<file path="config.mk">
export PLATFORM = sky130hd
export DESIGN_NAME = carry_lookahead_add_sub
export DESIGN_NICKNAME = d
export VERILOG_FILES = /design/src/cla_pkg.sv /design/src/slice_if.sv /design/src/three_bit_add_slice.sv /design/src/carry_lookahead_add_sub.sv
export SDC_FILE = /design/constraint.sdc
export NUM_CORES = 1
export LEC_CHECK = 0
export BUFFER_PORTS_ARGS = -buffer_cell sky130_fd_sc_hd__buf_2
export CAP_MARGIN = 20
export CORE_MARGIN = 3
export CORE_UTILIZATION = 48
export DETAILED_ROUTE_END_ITERATION = 10
export PLACE_DENSITY = 0.73
export SLEW_MARGIN = 20
export SYNTH_ARGS = -nofsm -noshare
export SYNTH_HDL_FRONTEND = slang
export SYNTH_SLANG_ARGS = --single-unit
</file>
<file path="constraint.sdc">
create_clock -name clock -period 4.4 [get_ports clock]
set_clock_uncertainty 0.2 [all_clocks]
set_input_delay 0 -clock clock [delete_from_list [all_inputs] [get_ports clock]]
set_output_delay 0 -clock clock [all_outputs]
set_load 0.05 [all_outputs]
</file>
<file path="src/cla_pkg.sv">
// shared constants and carry helper functions for the lookahead adder
package cla_pkg;

    // bits handled by one add or subtract slice
    localparam int SLICE_BITS = 3;
    // longest chain of lookahead stages the carry network supports
    localparam int MAX_STAGES = 4;
    // default operand width: four slices plus two leftover bits
    localparam int DEFAULT_WIDTH = 14;
    // value of the registered carry or borrow after reset
    localparam logic CARRY_RESET = 1'b0;

    // carry out of a slice, built without the incoming carry
    function automatic logic group_generate(
        input logic [SLICE_BITS-1:0] gen,
        input logic [SLICE_BITS-1:0] prop
    );
        group_generate = gen[2] | (prop[2] & gen[1])
            | (prop[2] & prop[1] & gen[0]);
    endfunction

    // flat sum of products for the carry out of stage k (0 based)
    function automatic logic lookahead_carry(
        input logic [MAX_STAGES-1:0] g,
        input logic [MAX_STAGES-1:0] p,
        input logic cin,
        input int k
    );
        logic acc;
        logic term;
        acc = cin;
        term = 1'b0;
        // the product term that carries the initial carry
        for (int i = 0; i <= k; i++)
        begin
            acc = acc & p[i];
        end
        // one product term per generating stage
        for (int j = 0; j <= k; j++)
        begin
            term = g[j];
            for (int m = j + 1; m <= k; m++)
            begin
                term = term & p[m];
            end
            acc = acc | term;
        end
        lookahead_carry = acc;
    endfunction

endpackage

</file>
<file path="src/slice_if.sv">
// signals between the top level and one three bit slice
`timescale 1ns/10ps
`default_nettype none
interface slice_if;
    import cla_pkg::*;
    logic [SLICE_BITS-1:0] a; // first operand bits
    logic [SLICE_BITS-1:0] b; // second operand bits
    logic cin; // carry or borrow into the slice
    logic subtract; // high selects the borrow form
    logic [SLICE_BITS-1:0] sum; // sum or difference bits
    logic [SLICE_BITS-1:0] bit_gen; // per bit generate
    logic [SLICE_BITS-1:0] bit_prop; // per bit propagate
    logic gp; // single group propagate
    logic gg; // group generate
    modport driver (
        output a, b, cin, subtract,
        input sum, bit_gen, bit_prop, gp, gg
    );
    modport slice (
        input a, b, cin, subtract,
        output sum, bit_gen, bit_prop, gp, gg
    );
endinterface
`default_nettype wire

</file>
<file path="src/three_bit_add_slice.sv">
// three bit add or subtract slice with group propagate and generate
`timescale 1ns/10ps
`default_nettype none
module three_bit_add_slice (
    slice_if.slice port
);
    import cla_pkg::*;

    logic [SLICE_BITS-1:0] x; // first operand, inverted for borrow
    logic [SLICE_BITS:0] c; // internal carries, c[0] is the input

    // borrow form: inverting the minuend turns borrow into carry logic
    always_comb
    begin
        x = port.subtract ? ~port.a : port.a;
        c[0] = port.cin;
        for (int i = 0; i < SLICE_BITS; i++)
        begin
            c[i+1] = (x[i] & port.b[i]) | ((x[i] | port.b[i]) & c[i]);
        end
    end

    assign port.bit_gen = x & port.b;
    assign port.bit_prop = x | port.b;
    // difference bits equal sum bits: a ^ b ^ borrow
    assign port.sum = port.a ^ port.b ^ c[SLICE_BITS-1:0];
    // one propagate for the whole slice, raised by any set bit
    assign port.gp = |(x | port.b);
    // carry out of the top bit without the incoming carry
    assign port.gg = group_generate(x & port.b, x | port.b);
endmodule
`default_nettype wire

</file>
<file path="src/carry_lookahead_add_sub.sv">
// carry lookahead adder and subtractor built from three bit slices
`timescale 1ns/10ps
`default_nettype none
// Overview of operation
// - bit generate is a and b
// - bit propagate is a or b
// - stage carry is flat sum of products
// - two logic levels per lookahead carry
// - slice adds three bits, outputs group signals
// - single group propagate from any set bit
// - group generate ignores incoming carry
// - first stage: generate, or propagate and carry
// - second stage expands over two slices
// - stage inputs wired from matching slices
// - six bits: carry out from second stage
// - leftover bits use plain adder, lookahead carry
// - subtract mode uses borrow through same stages
module carry_lookahead_add_sub #(
    parameter int WIDTH = cla_pkg::DEFAULT_WIDTH // at most 14 bits
) (
    input wire logic clock,
    input wire logic reset,
    input wire logic [WIDTH-1:0] operand_a,
    input wire logic [WIDTH-1:0] operand_b,
    input wire logic initial_carry_in,
    input wire logic subtract,
    output var logic [WIDTH-1:0] result_q,
    output var logic carry_out_q
);
    import cla_pkg::*;

    // slice count and leftover bits follow from the width
    localparam int NUM_SLICES = WIDTH / SLICE_BITS;
    localparam int REM_BITS = WIDTH - NUM_SLICES * SLICE_BITS;

    logic [MAX_STAGES-1:0] g_all; // group generates, zero padded
    logic [MAX_STAGES-1:0] p_all; // group propagates, zero padded
    logic [NUM_SLICES:0] carry; // carry or borrow into each slice
    logic [WIDTH-1:0] sum_comb; // unregistered result
    logic cout_comb; // unregistered carry or borrow out
    logic [WIDTH-1:0] result_d;
    logic carry_out_d;

    // in subtract mode the input is a borrow
    assign carry[0] = initial_carry_in;

    genvar s;
    generate
        for (s = 0; s < MAX_STAGES; s++)
        begin : g_stage
            if (s < NUM_SLICES)
            begin : g_used
                slice_if sif ();
                logic [SLICE_BITS-1:0] xs; // inverted minuend for borrow
                logic [SLICE_BITS:0] grp_total; // reference slice sum

                assign sif.a = operand_a[s*SLICE_BITS +: SLICE_BITS];
                assign sif.b = operand_b[s*SLICE_BITS +: SLICE_BITS];
                assign sif.subtract = subtract;
                // slice takes the carry of the stage before it
                assign sif.cin = carry[s];
                three_bit_add_slice u_slice (
                    .port(sif)
                );
                assign sum_comb[s*SLICE_BITS +: SLICE_BITS] = sif.sum;
                // each stage pair comes from its own slice
                assign g_all[s] = sif.gg;
                assign p_all[s] = sif.gp;
                // two level sum of products, no ripple
                assign carry[s+1] = lookahead_carry(g_all, p_all,
                    initial_carry_in, s);

                // helper values for the checks below
                assign xs = subtract ? ~sif.a : sif.a;
                assign grp_total = {1'b0, xs} + {1'b0, sif.b}
                    + {{SLICE_BITS{1'b0}}, sif.cin};

                a_bit_generate: assert property (@(posedge clock)
                    disable iff (reset)
                    sif.bit_gen == ((subtract ? ~sif.a : sif.a) & sif.b))
                    else $error("bit generate wrong");
                a_bit_propagate: assert property (@(posedge clock)
                    disable iff (reset)
                    sif.bit_prop == ((subtract ? ~sif.a : sif.a) | sif.b))
                    else $error("bit propagate wrong");
                a_group_propagate: assert property (@(posedge clock)
                    disable iff (reset)
                    sif.gp == (|sif.bit_prop))
                    else $error("group propagate wrong");
                a_group_generate: assert property (@(posedge clock)
                    disable iff (reset)
                    sif.gg == (({1'b0, xs} + {1'b0, sif.b}) >> SLICE_BITS))
                    else $error("group generate wrong");
                a_slice_sum: assert property (@(posedge clock)
                    disable iff (reset)
                    sif.sum == (grp_total[SLICE_BITS-1:0]
                        ^ {SLICE_BITS{subtract}}))
                    else $error("slice sum wrong");
            end
            else
            begin : g_unused
                // unused stages neither generate nor propagate
                assign g_all[s] = 1'b0;
                assign p_all[s] = 1'b0;
            end
        end

        // leftover bits: plain adder fed by the last stage
        if (REM_BITS > 0)
        begin : g_rem
            logic [REM_BITS-1:0] x_rem; // inverted minuend for borrow
            logic [REM_BITS:0] rem_total; // ordinary adder result

            assign x_rem = subtract ? ~operand_a[WIDTH-1 -: REM_BITS]
                : operand_a[WIDTH-1 -: REM_BITS];
            assign rem_total = {1'b0, x_rem}
                + {1'b0, operand_b[WIDTH-1 -: REM_BITS]}
                + {{REM_BITS{1'b0}}, carry[NUM_SLICES]};
            // inverted sum of the borrow form is the difference
            assign sum_comb[WIDTH-1 -: REM_BITS] = rem_total[REM_BITS-1:0]
                ^ {REM_BITS{subtract}};
            assign cout_comb = rem_total[REM_BITS];
        end
        else
        begin : g_norem
            // multiple of three: last stage is the carry out
            assign cout_comb = carry[NUM_SLICES];
        end

        if (NUM_SLICES >= 1)
        begin : g_chk1
            a_first_stage: assert property (@(posedge clock)
                disable iff (reset)
                carry[1] == (g_all[0] | (p_all[0] & initial_carry_in)))
                else $error("first stage carry wrong");
        end
        if (NUM_SLICES >= 2)
        begin : g_chk2
            a_second_stage: assert property (@(posedge clock)
                disable iff (reset)
                carry[2] == (g_all[1] | (p_all[1] & g_all[0])
                    | (p_all[1] & p_all[0] & initial_carry_in)))
                else $error("second stage carry wrong");
        end
    endgenerate

    // next values of the output registers
    always_comb
    begin
        result_d = sum_comb;
        carry_out_d = cout_comb;
    end

    // outputs come from flops; one cycle from operands to result
    always_ff @(posedge clock)
    begin
        if (reset)
        begin
            result_q <= '0;
            carry_out_q <= CARRY_RESET;
        end
        else
        begin
            result_q <= result_d;
            carry_out_q <= carry_out_d;
        end
    end

    // registered carry tracks the chain end one cycle later
    a_carry_out: assert property (@(posedge clock) disable iff (reset)
        1'b1 |=> carry_out_q == $past(cout_comb))
        else $error("carry out not registered");
    a_result_hold: assert property (@(posedge clock) disable iff (reset)
        $stable(operand_a) && $stable(operand_b) && $stable(subtract)
        && $stable(initial_carry_in) |=> $stable(result_q) || $past(reset, 2))
        else $error("result changed with stable inputs");
endmodule
`default_nettype wire

</file>
# Word-level counts from Yosys, hierarchy flattened
# Index checks and enable logic that the tools add are counted.
[op_classes] n_addsub=2 n_mux=5 bitwise=94 n_reduce_logical=4
[op_table] op="bitwise AND 1 bit" n=38
[op_table] op="OR 1 bit" n=34
[op_table] op="XOR 3 bit" n=8
[op_table] op="bitwise AND 3 bit" n=4
[op_table] op="2-to-1 mux 3 bit" n=4
[op_table] op="NOT 3 bit" n=4
[op_table] op="OR 3 bit" n=4
[op_table] op="OR reduction 3 bit" n=4
[op_table] op="adder 2 x 2 -> 3 bit" n=1
[op_table] op="adder 3 x 1 -> 3 bit" n=1
[op_table] op="2-to-1 mux 2 bit" n=1
[op_table] op="NOT 2 bit" n=1
[op_table] op="XOR 2 bit" n=1
[totals] regBits=15 word_cells=107

# Depth between registers and ports, before layout
# Gate-level depths: netlist of the first run.
[depth] depth_word=16 mapped_depth=14 mapped_depth_nobuf=11

# By module
# From an unflattened synthesis of the first run, not the netlist that was laid out.
[hier_totals] hier_cells=136 area_unflattened_um2=1157.4
[by_module_without_submodules] module="three_bit_add_slice" n_inst=4 cells_each=23 area_per_inst_um2=161.4 seq_area_each_um2=0.0
[by_module_without_submodules] module="carry_lookahead_add_sub" n_inst=1 cells_each=44 area_per_inst_um2=511.7 seq_area_each_um2=300.3

# Worst setup path before layout of the first run
# No wires, ideal clock.
[synth_timing] path_type="input -> register" startpoint="input operand_a[6]" endpoint="register result_q[13]" setup_time_ns=0.128 arrival_ns=2.732 required_ns=4.072 slack_ns=1.340 cell_stages=11 n_path_buf=1 cell_sequence="buf_4 > or4_4 > a2111oi_4 > a211oi_1 > or3_1 > a21o_1 > fa_1 > inv_1 > fa_1 > xor2_1 > nor2_1"
[synth_between] elab_chain_cells=12 elab_cells_between_ends=20 classes_between="1 x add/sub; 1 x mux; 17 x bitwise; 1 x reduce/logical"
[synth_rtl] item="from (decl)" line="carry_lookahead_add_sub.sv:23" text="input wire logic [WIDTH-1:0] operand_a,"
[synth_rtl] item="NOT 3 bit"
[synth_rtl] item="2-to-1 mux 3 bit *" line="three_bit_add_slice.sv:15" text="x = port.subtract ? ~port.a : port.a;"
[synth_rtl] item="OR 3 bit"
[synth_rtl] item="OR reduction 3 bit" line="three_bit_add_slice.sv:28" text="assign port.gp = |(x | port.b);"
[synth_rtl] item="bitwise AND 1 bit (on tied branches) (2 in series)" line="cla_pkg.sv:36, cla_pkg.sv:44"
[synth_rtl] item="OR 1 bit (2 in series)" line="cla_pkg.sv:46" text="acc = acc | term;"
[synth_rtl] item="OR 1 bit * (2 in series)" line="cla_pkg.sv:46"
[synth_rtl] item="adder 3 x 1 -> 3 bit *" line="carry_lookahead_add_sub.sv:118" text="+ {{REM_BITS{1'b0}}, carry[NUM_SLICES]};"
[synth_rtl] item="XOR 2 bit *" line="carry_lookahead_add_sub.sv:121" text="^ {REM_BITS{subtract}};"
[synth_rtl] item="to (signal assigned)" line="carry_lookahead_add_sub.sv:164" text="result_q <= result_d;"
[synth_rtl] item="to (decl)" line="carry_lookahead_add_sub.sv:27" text="output var logic [WIDTH-1:0] result_q,"
# Every way passes the cells marked *; elsewhere a longest branch is shown, timed or not.
# A chain may end at the register's enable or synchronous reset.

# Worst setup path after layout of the first run
[layout_timing] startpoint="input subtract" endpoint="register carry_out_q"
[layout_between] elab_chain_cells=13 elab_cells_between_ends=53 classes_between="2 x add/sub; 5 x mux; 42 x bitwise; 4 x reduce/logical"
[layout_rtl] item="from (decl)" line="carry_lookahead_add_sub.sv:26" text="input wire logic subtract,"
[layout_rtl] item="2-to-1 mux 3 bit" line="three_bit_add_slice.sv:15"
[layout_rtl] item="OR 3 bit or bitwise AND 3 bit (tied branches)"
[layout_rtl] item="bitwise AND 1 bit (on tied branches)" line="cla_pkg.sv:18, cla_pkg.sv:19"
[layout_rtl] item="OR 1 bit or bitwise AND 1 bit (tied branches)" line="cla_pkg.sv:18, cla_pkg.sv:19"
[layout_rtl] item="OR 1 bit" line="cla_pkg.sv:19" text="| (prop[2] & prop[1] & gen[0]);"
[layout_rtl] item="bitwise AND 1 bit (3 in series)" line="cla_pkg.sv:44" text="term = term & p[m];"
[layout_rtl] item="OR 1 bit (4 in series)" line="cla_pkg.sv:46"
[layout_rtl] item="adder 3 x 1 -> 3 bit *" line="carry_lookahead_add_sub.sv:118"
[layout_rtl] item="to (signal assigned)" line="carry_lookahead_add_sub.sv:165" text="carry_out_q <= carry_out_d;"
[layout_rtl] item="to (decl)" line="carry_lookahead_add_sub.sv:28" text="output var logic carry_out_q"
# Marks and branches as above.

==> flow_metrics.tcl, run 1 <==
set metrics [dict create \
    design_area_sq_mm 0.00214 \
    clk_path_buf_depth 2 \
    routed_wl_um 4100 \
    dp_hpwl_um 2940 \
    crit_fanout 12 \
    drtAntennaViolNets 0 \
    dieWidth_um 65.5 \
    drtIter0Drc 83 \
    multi_input_area_sq_mm 0.00129 \
    worstPathCellList "dlygate4sd3_1, buf_4, or4_4, a2111oi_4, a211oi_2, or3_1, a21o_1, fa_1, inv_1, fa_1, dlygate4sd3_1, nor2_1, dlygate4sd3_1" \
    wl_per_cell_um 12.9 \
    worst_slew_pin_slew_ns 0.439 \
    crit_type "in2reg" \
    grt_antenna_before_repair 0 \
    dp.cells 294 \
    timing.final.crit_share_pct 96.2 \
    grt_max_degree 33 \
    fin_nets 308 \
    area_growth_syn_to_layout_pct 26.2 \
    endpoint_kind "flop" \
    die_y_um 65.5 \
    htree_levels 1 \
    cpPeakStageDelay_ns 0.56 \
    io-pin-count 47 \
    viasPerCell 5.62 \
    drc 0 \
    finalHoldViolations 0 \
    grt_pass1_vias 1571 \
    synth_seq_cells 15 \
    grt_pass1_wl_um 6930 \
    hp-class "in2reg" \
    syn_area_per_cell_sq_um 7.61 \
    syn_area_sq_mm 0.00170 \
    num-fill-cells 277 \
    hold_start "operand_b[5]" \
    gr-total-overflow 0 \
    yosysWarnings 0 \
    cts_setup_buffers 0 \
    drive_above_1_share_pct 22.0 \
    route.met3.wl_um 224 \
    critical-path-top-delay-family "buffers and inverters" \
    setup_viol 0 \
    wl_met2_um 1860 \
    p_total_w 0.000529 \
    synthCells 223 \
    yosysSeqAreaShare_pct 17.7 \
    firstDrtPassIters 4 \
    start_util_pct 53.0 \
    layoutNonFillerInstCount 317 \
    gp_congestion 0.870 \
    worstPathRequired_ns 4.38 \
    ys_dominant_reg_cell "dfxtp_1" \
    antenna_cells 0 \
    synth_area_leaders "dfxtp_1 18%, xor2_1 9.3%, nand2b_1 4.8%" \
    regArea_sq_um 300 \
    synth_edf_count 0 \
    tns_ns 0 \
    grtUsageTotal_pct 19.8 \
    powerDensity_mw_per_mm2 247 \
    yosysMostFrequentCell "xor2_1" \
    whs_ns 0.0177 \
    rsz0062_at_grt "no" \
    numCtsBuffers 3 \
    ir_drop_v 0.000100 \
    placed_cell_area_sq_mm 0.00190 \
    cts_sinks 15 \
    worstSetupStartpoint "subtract" \
    worstPathArrival_ns 4.22 \
    yosysTopAreaCell "dfxtp_1" \
    clk_pin_slew_worst_paths_ns 0.09 \
    rows 20 \
    crit_slowest_cell "or4_4" \
    cts_tree "built" \
    met1_length_um 1980 \
    relSlewSlack_pct 70.7 \
    synthArstFlopShare_pct 0 \
    path_buf_inv 5 \
    cts_root_buf "clkbuf_4" \
    synth_top_cells_by_count "18 x xor2_1, 15 x dfxtp_1, 14 x nor2_1" \
    vias 1781 \
    synth_fp_nets 257 \
    synth_cell_type_count 53 \
    status "finished, final reports clean" \
    fp.coreArea_sq_mm 0.00320 \
    start_kind "input port" \
    p_leak_nw 0.895 \
    io_buffers 46 \
    cp_common_cell "dlygate4sd3_1" \
    floorplan.die_area_sq_mm 0.00428 \
    finalMaxSlewViolations 0 \
    fin_crit_ns 4.23 \
    highest_layer "met4" \
    drv_cap 0 \
    fmaxAchievable_ghz 0.236 \
    synth_top_area_share_pct 17.7 \
]
[state kept, by name, indices dropped and copies added, names as in the netlist]
register / flops
carry_out_q: 1
result_q: 14
[cell type report]
type / count / area share, %
multi-input cells: 181 / 60.4
repair buffers: 66 / 20.5
flip-flops and latches: 15 / 14.0
well taps: 44 / 2.57
inverters: 7 / 1.23
clock buffers: 3 / 1.05
clock inverters: 1 / 0.234
[tightest hold or removal path: cells and delay by family]
kind,cells,cell delay (ns)
AOI/OAI and AO/OA,1,0.12
xor gates and xnor gates,1,0.10
buffers and inverters,1,0.17
and+or+nand+nor,1,0.06
[report_power, final]
group	total [W]	internal (W)	switching, W
Combinational	0.000291	0.000109	0.000182
Clock	0.0000790	0.0000338	0.0000452
Sequential	0.000159	0.000155	0.00000408
[final timing paths]
check | slack, ns | end | depth (start not counted)
setup / recovery | 0.17 | carry_out_q | 13
hold / removal | 0.02 | result_q[5] | 4
[kinds of logic after synthesis]
logic type,synth area share (%)
muxes,0.664
DFF,17.7
and+or+nand+nor,28.8
adders and majority gates,3.54
xor gates and xnor gates,13.9
AOI/OAI and AO/OA,28.3
buffers and inverters,7.08
[placed cells by master, fill, tap and decap left out, types with 3 or more instances in the layout]
cell           count
buf_2             45
dlygate4sd3_1     19
xor2_1            18
dfxtp_1           15
nor2_1            14
nand2b_1          13
nand2_1           11
a21oi_1           11
xnor2_1            9
a31oi_1            9
nor3_1             9
inv_1              6
nor2b_1            6
a211oi_1           6
o211ai_1           6
o21ai_0            4
o22ai_1            4
a21o_1             4
or3_1              4
and3_1             4
and2_1             3
a22o_1             3
a221oi_1           3
clkbuf_4           3
[metrics by stage]
step / worst slack (ns) / util, %
final: 0.169 / 66.8
after global routing: 0.0215 / 66.8
after global placement: 1.10 / 59.2
after detailed placement: 1.00 / 59.2
after CTS: 0.127 / 66.0
after floorplan: 1.34 / -
[routing by layer]
metal / up-vias / global-route usage, %
li1: 921 / -
met1: 803 / 28.1
met2: 53 / 32.4
met3: 4 / 1.37
met4: 0 / 5.18
met5: - / 0
[timing repair]
item | 4_1_cts | 5_1_grt
gates resized for setup | 0 | 7
endpoints found under the hold margin | 9 | 0
setup endpoints to repair | 0 | 1
hold buffers | 19 | 0
Power figures use the tool's default switching activity.
==> run 2: changes to the inputs <==
--- a/config.mk
+++ b/config.mk
@@ -9,6 +9,7 @@
 export CAP_MARGIN = 20
 export CORE_MARGIN = 3
 export CORE_UTILIZATION = 48
+export CTS_BUF_LIST = sky130_fd_sc_hd__clkbuf_16
 export DETAILED_ROUTE_END_ITERATION = 10
 export PLACE_DENSITY = 0.73
 export SLEW_MARGIN = 20
==> flow_metrics.tcl, run 2 (synthesis results as in run 1) <==
set metrics [dict create \
    routed_wl_um 4040 \
    final_cell_mix "46 x buf_2, 18 x xor2_1, 15 x dfxtp_1, 14 x nor2_1, 13 x nand2b_1" \
    finalHoldViolations 0 \
    floorplan.die_area_sq_mm 0.00428 \
    clk_path_buf_depth 2 \
    largest_register_ffs 14 \
    dieWidth_um 65.5 \
    highest_layer "met4" \
    drv_cap 0 \
    worstSetupStartpoint "operand_a[1]" \
    rows 20 \
    vias 1735 \
    numCtsBuffers 3 \
    dp_hpwl_um 2940 \
    start_util_pct 53.0 \
    finalMaxSlewViolations 0 \
    cts_setup_buffers 0 \
    fmaxAchievable_ghz 0.281 \
    fp.coreArea_sq_mm 0.00320 \
    pwr-share-seq_pct 26.3 \
    worstPathArrival_ns 3.49 \
    drc 0 \
    fin_nets 296 \
    io_buffers 46 \
    hold_start "operand_b[2]" \
    worstPathRequired_ns 4.33 \
    power_switching_w 0.000237 \
    cp-endpoint "carry_out_q" \
    p_total_w 0.000607 \
    gp_congestion 0.870 \
    io-pin-count 47 \
    grtUsageTotal_pct 19.7 \
    clk_pin_slew_worst_paths_ns 0.05 \
    p_leak_nw 0.856 \
    top_regs "result_q (14), carry_out_q (1)" \
    antenna_cells 0 \
    whs_ns 0.0000343 \
    drtIter0Drc 87 \
    tns_ns 0 \
    num-fill-cells 293 \
    powerDensity_mw_per_mm2 297 \
    htree_levels 1 \
    ir_drop_v 0.000123 \
    wl_met2_um 1800 \
    cts_tree "built" \
    crit_fanout 5 \
    viasPerCell 5.69 \
    status "finished, final reports clean" \
    power_frac_comb_pct 44.6 \
    grt_antenna_before_repair 0 \
    drive_above_1_share_pct 21.8 \
    pwr-share-clk_pct 29.1 \
    largest_register "result_q" \
    gr-total-overflow 0 \
    grt_max_degree 33 \
    setup_slack_ns 0.845 \
    cts_hold_buf 7 \
    die_y_um 65.5 \
    endpoint_kind "flop" \
    hp-class "in2reg" \
    met1_length_um 2010 \
    start_kind "input port" \
    timing.final.crit_share_pct 80.8 \
    area_growth_syn_to_layout_pct 20.6 \
    cts_root_buf "clkbuf_16" \
    setup_viol 0 \
    cts.repair.resized 0 \
    rsz0062_at_grt "no" \
    grt_pass1_vias 1564 \
    route.met3.wl_um 187 \
    layout_commonest_cell "buf_2" \
    cts_sinks 15 \
    worst_slew_pin_slew_ns 0.644 \
    relSlewSlack_pct 56.7 \
    grt_pass1_wl_um 6860 \
    drtAntennaViolNets 0 \
    wl_per_cell_um 13.3 \
    firstDrtPassIters 5 \
    crit_type "in2reg" \
    fin_crit_ns 3.56 \
    swShare_pct 39.1 \
    dpl_worst_slack_ns 1.00 \
    intPower_w 0.000369 \
]
run 2: cell count changes in the layout (fill, tap and decap cells not counted), sizes merged:
| cell | delta |
|---|---|
| dlygate4sd3 | -12 |
run 2: area by class of cell:
class                   count  area (sq um)  share of cell area, %
multi-input cells         181          1280                   62.4
inverters                   7          26.3                   1.28
flip-flops and latches     15           300                   14.7
clock buffers               3          75.1                   3.67
well taps                  44          55.1                   2.69
clock inverters             1          5.00                  0.245
repair buffers             54           308                   15.0
run 2: critical path, cell delays in order:
cell and delay [ns]:
dlygate4sd3_1 0.53, buf_2 0.14, xor2_1 0.19, or2_1 0.26, a221oi_1 0.40, nor4_1 0.16
or3_1 0.41, a21o_1 0.19, fa_1 0.35, inv_1 0.08, fa_1 0.16, nor2_1 0.05
dlygate4sd3_1 0.57
run 2: metrics by stage:
stage	utilization, %	area (sq um)	std cells
floorplan	-	1700	223
CTS	63.9	2050	305
finish	63.9	2050	305
global placement	59.2	1900	294
global route	63.9	2050	305
detailed placement	59.2	1900	294
run 2: power groups by stage:
stage	logic [W]	registers, W	clock network (W)
2_1_floorplan	0.000135	0.000232	0
3_3_place_gp	0.000261	0.000162	0
3_5_place_dp	0.000263	0.000162	0
4_1_cts	0.000271	0.000160	0.000176
5_1_grt	0.000296	0.000161	0.000183
6_report	0.000271	0.000160	0.000176
run 2: routing by layer:
layer | global-route usage (%) | vias up
met5 | 0 | -
met4 | 4.40 | 0
met3 | 1.88 | 7
met2 | 32.4 | 43
met1 | 27.9 | 788
li1 | - | 897
run 2: worst min path at each step:
| stage | endpoint | slack, ns | cells after the start |
|---|---|---|---|
| after floorplan | result_q[0] | -0.02 | 2 |
| after global placement | result_q[0] | 0.13 | 3 |
| after detailed placement | result_q[0] | 0.14 | 3 |
| after CTS | result_q[2] | 0.002 | 4 |
| after global routing | result_q[2] | 0.04 | 4 |
| final | result_q[2] | 0.00003 | 4 |
==> run 3: changes to the inputs <==
==> constraint.sdc (replaced) <==
create_clock -name clock -period 3.6 [get_ports clock]
set_clock_uncertainty 0.2 [all_clocks]
set_input_delay 0 -clock clock [delete_from_list [all_inputs] [get_ports clock]]
set_output_delay 0 -clock clock [all_outputs]
set_load 0.05 [all_outputs]
==> flow_metrics.tcl, run 3 (synthesis results as in run 1) <==
set metrics [dict create \
    layout_commonest_cell "buf_2" \
    grt_pass1_wl_um 6650 \
    powerDensity_mw_per_mm2 360 \
    drtIter0Drc 104 \
    die_y_um 65.5 \
    top_regs "result_q (14), carry_out_q (1)" \
    dieWidth_um 65.5 \
    drtAntennaViolNets 0 \
    grtUsageTotal_pct 19.4 \
    rows 20 \
    cts_setup_buffers 0 \
    drc 0 \
    tns_ns 0 \
    ir_drop_v 0.000166 \
    routed_wl_um 3970 \
    wl_per_cell_um 12.9 \
    firstDrtPassIters 4 \
    htree_levels 1 \
    grt_pass1_vias 1489 \
    worstPathCellList "dlygate4sd3_1, buf_2, nand2b_1, a21o_1, a221oi_1, nor4_1, or3_1, a21o_1, fa_1, inv_1, fa_1, nor2_1, dlygate4sd3_1" \
    worstPathArrival_ns 3.26 \
    largest_register_ffs 14 \
    start_kind "input port" \
    timing.final.crit_share_pct 92.4 \
    worstPathRequired_ns 3.53 \
    setup_viol 0 \
    fp.coreArea_sq_mm 0.00320 \
    finalMaxSlewViolations 0 \
    regArea_sq_um 300 \
    cpPeakStageDelay_ns 0.56 \
    area_growth_syn_to_layout_pct 22.5 \
    cts_sinks 15 \
    num-fill-cells 288 \
    finalHoldViolations 0 \
    io_buffers 46 \
    clk_pin_slew_worst_paths_ns 0.05 \
    crit_type "in2reg" \
    viasPerCell 5.65 \
    status "finished, final reports clean" \
    drive_above_1_share_pct 22.6 \
    p_leak_nw 0.875 \
    grt_max_degree 28 \
    fmaxAchievable_ghz 0.301 \
    floorplan.die_area_sq_mm 0.00428 \
    gp_congestion 0.856 \
    largest_register "result_q" \
    worst_slew_pin_slew_ns 0.452 \
    fin_nets 300 \
    start_util_pct 53.0 \
    cts_tree "built" \
    drv_cap 0 \
    p_total_w 0.000748 \
    dp_hpwl_um 2840 \
    multi_input_area_sq_mm 0.00128 \
    cts_root_buf "clkbuf_16" \
    rsz0062_at_grt "no" \
    placed_cell_area_sq_mm 0.00192 \
    io-pin-count 47 \
    antenna_cells 0 \
    crit_fanout 6 \
    fin_crit_ns 3.33 \
    final_cell_mix "46 x buf_2, 18 x xor2_1, 15 x dfxtp_1, 14 x nor2_1, 13 x nand2b_1" \
    cts_hold_buf 8 \
    crit_slowest_cell "dlygate4sd3_1" \
    hp-class "in2reg" \
    gr-total-overflow 0 \
    cts.repair.resized 0 \
    grt_antenna_before_repair 0 \
    vias 1747 \
    clk_path_buf_depth 2 \
    design_area_sq_mm 0.00208 \
    endpoint_kind "flop" \
    relSlewSlack_pct 69.9 \
    numCtsBuffers 3 \
]
[run 3: changes by cell type in the layout (fill, tap and decap cells not counted)]
cell,delta
dlygate4sd3_1,+1
buf_4,+3
[run 3: path summary, 6_finish.rpt]
path    startpoint           to  slack (ns)  depth (start not counted)
max   operand_b[0]  carry_out_q        0.27                         13
min   operand_a[1]  result_q[1]        0.01                          4
[run 3: metrics by stage]
step	hold slack, ns	setup WS, ns	utilization, %	cells
CTS	0.00984	0.282	64.9	309
floorplan	-0.0229	0.540	-	223
finish	0.0143	0.275	64.9	309
global route	0.0428	0.140	64.9	309
detailed placement	0.136	0.380	59.9	297
global placement	0.136	0.414	59.9	297
[run 3: layout make-up]
cell class | instances | share of cell area, %
Inverter | 7 | 1.26
Sequential cell | 15 | 14.4
Multi-Input combinational cell | 181 | 61.4
Timing Repair Buffer | 58 | 16.4
Tap cell | 44 | 2.65
Clock inverter | 1 | 0.241
Clock buffer | 3 | 3.61
[run 3: routing by layer]
metal  wire length (um)  GRT usage, %  up-vias  share of wire [%]
li1                   -             -      901                  -
met5                  0             0        -                  0
met4                 58          6.22        0                1.5
met2               1770          32.1       63                 45
met3                275          2.91        7                6.9
met1               1870          25.7      776                 47
[run 3: worst max-delay path: cells and delay by family]
family / cells / cell delay (ns)
AO/OA/AOI/OAI: 3 / 0.73
adder cells (fa/ha/maj): 2 / 0.52
buffers and inverters: 4 / 1.32
AND/OR/NAND/NOR: 4 / 0.68
[run 3: report_power, final]
group / leakage (nW) / total (W) / internal [W] / switching, W
sequential: 0.125 / 0.000195 / 0.000190 / 0.00000507
combinational: 0.709 / 0.000337 / 0.000119 / 0.000218
clock: 0.0409 / 0.000216 / 0.000148 / 0.0000676
total: 0.875 / 0.000748 / 0.000457 / 0.000291
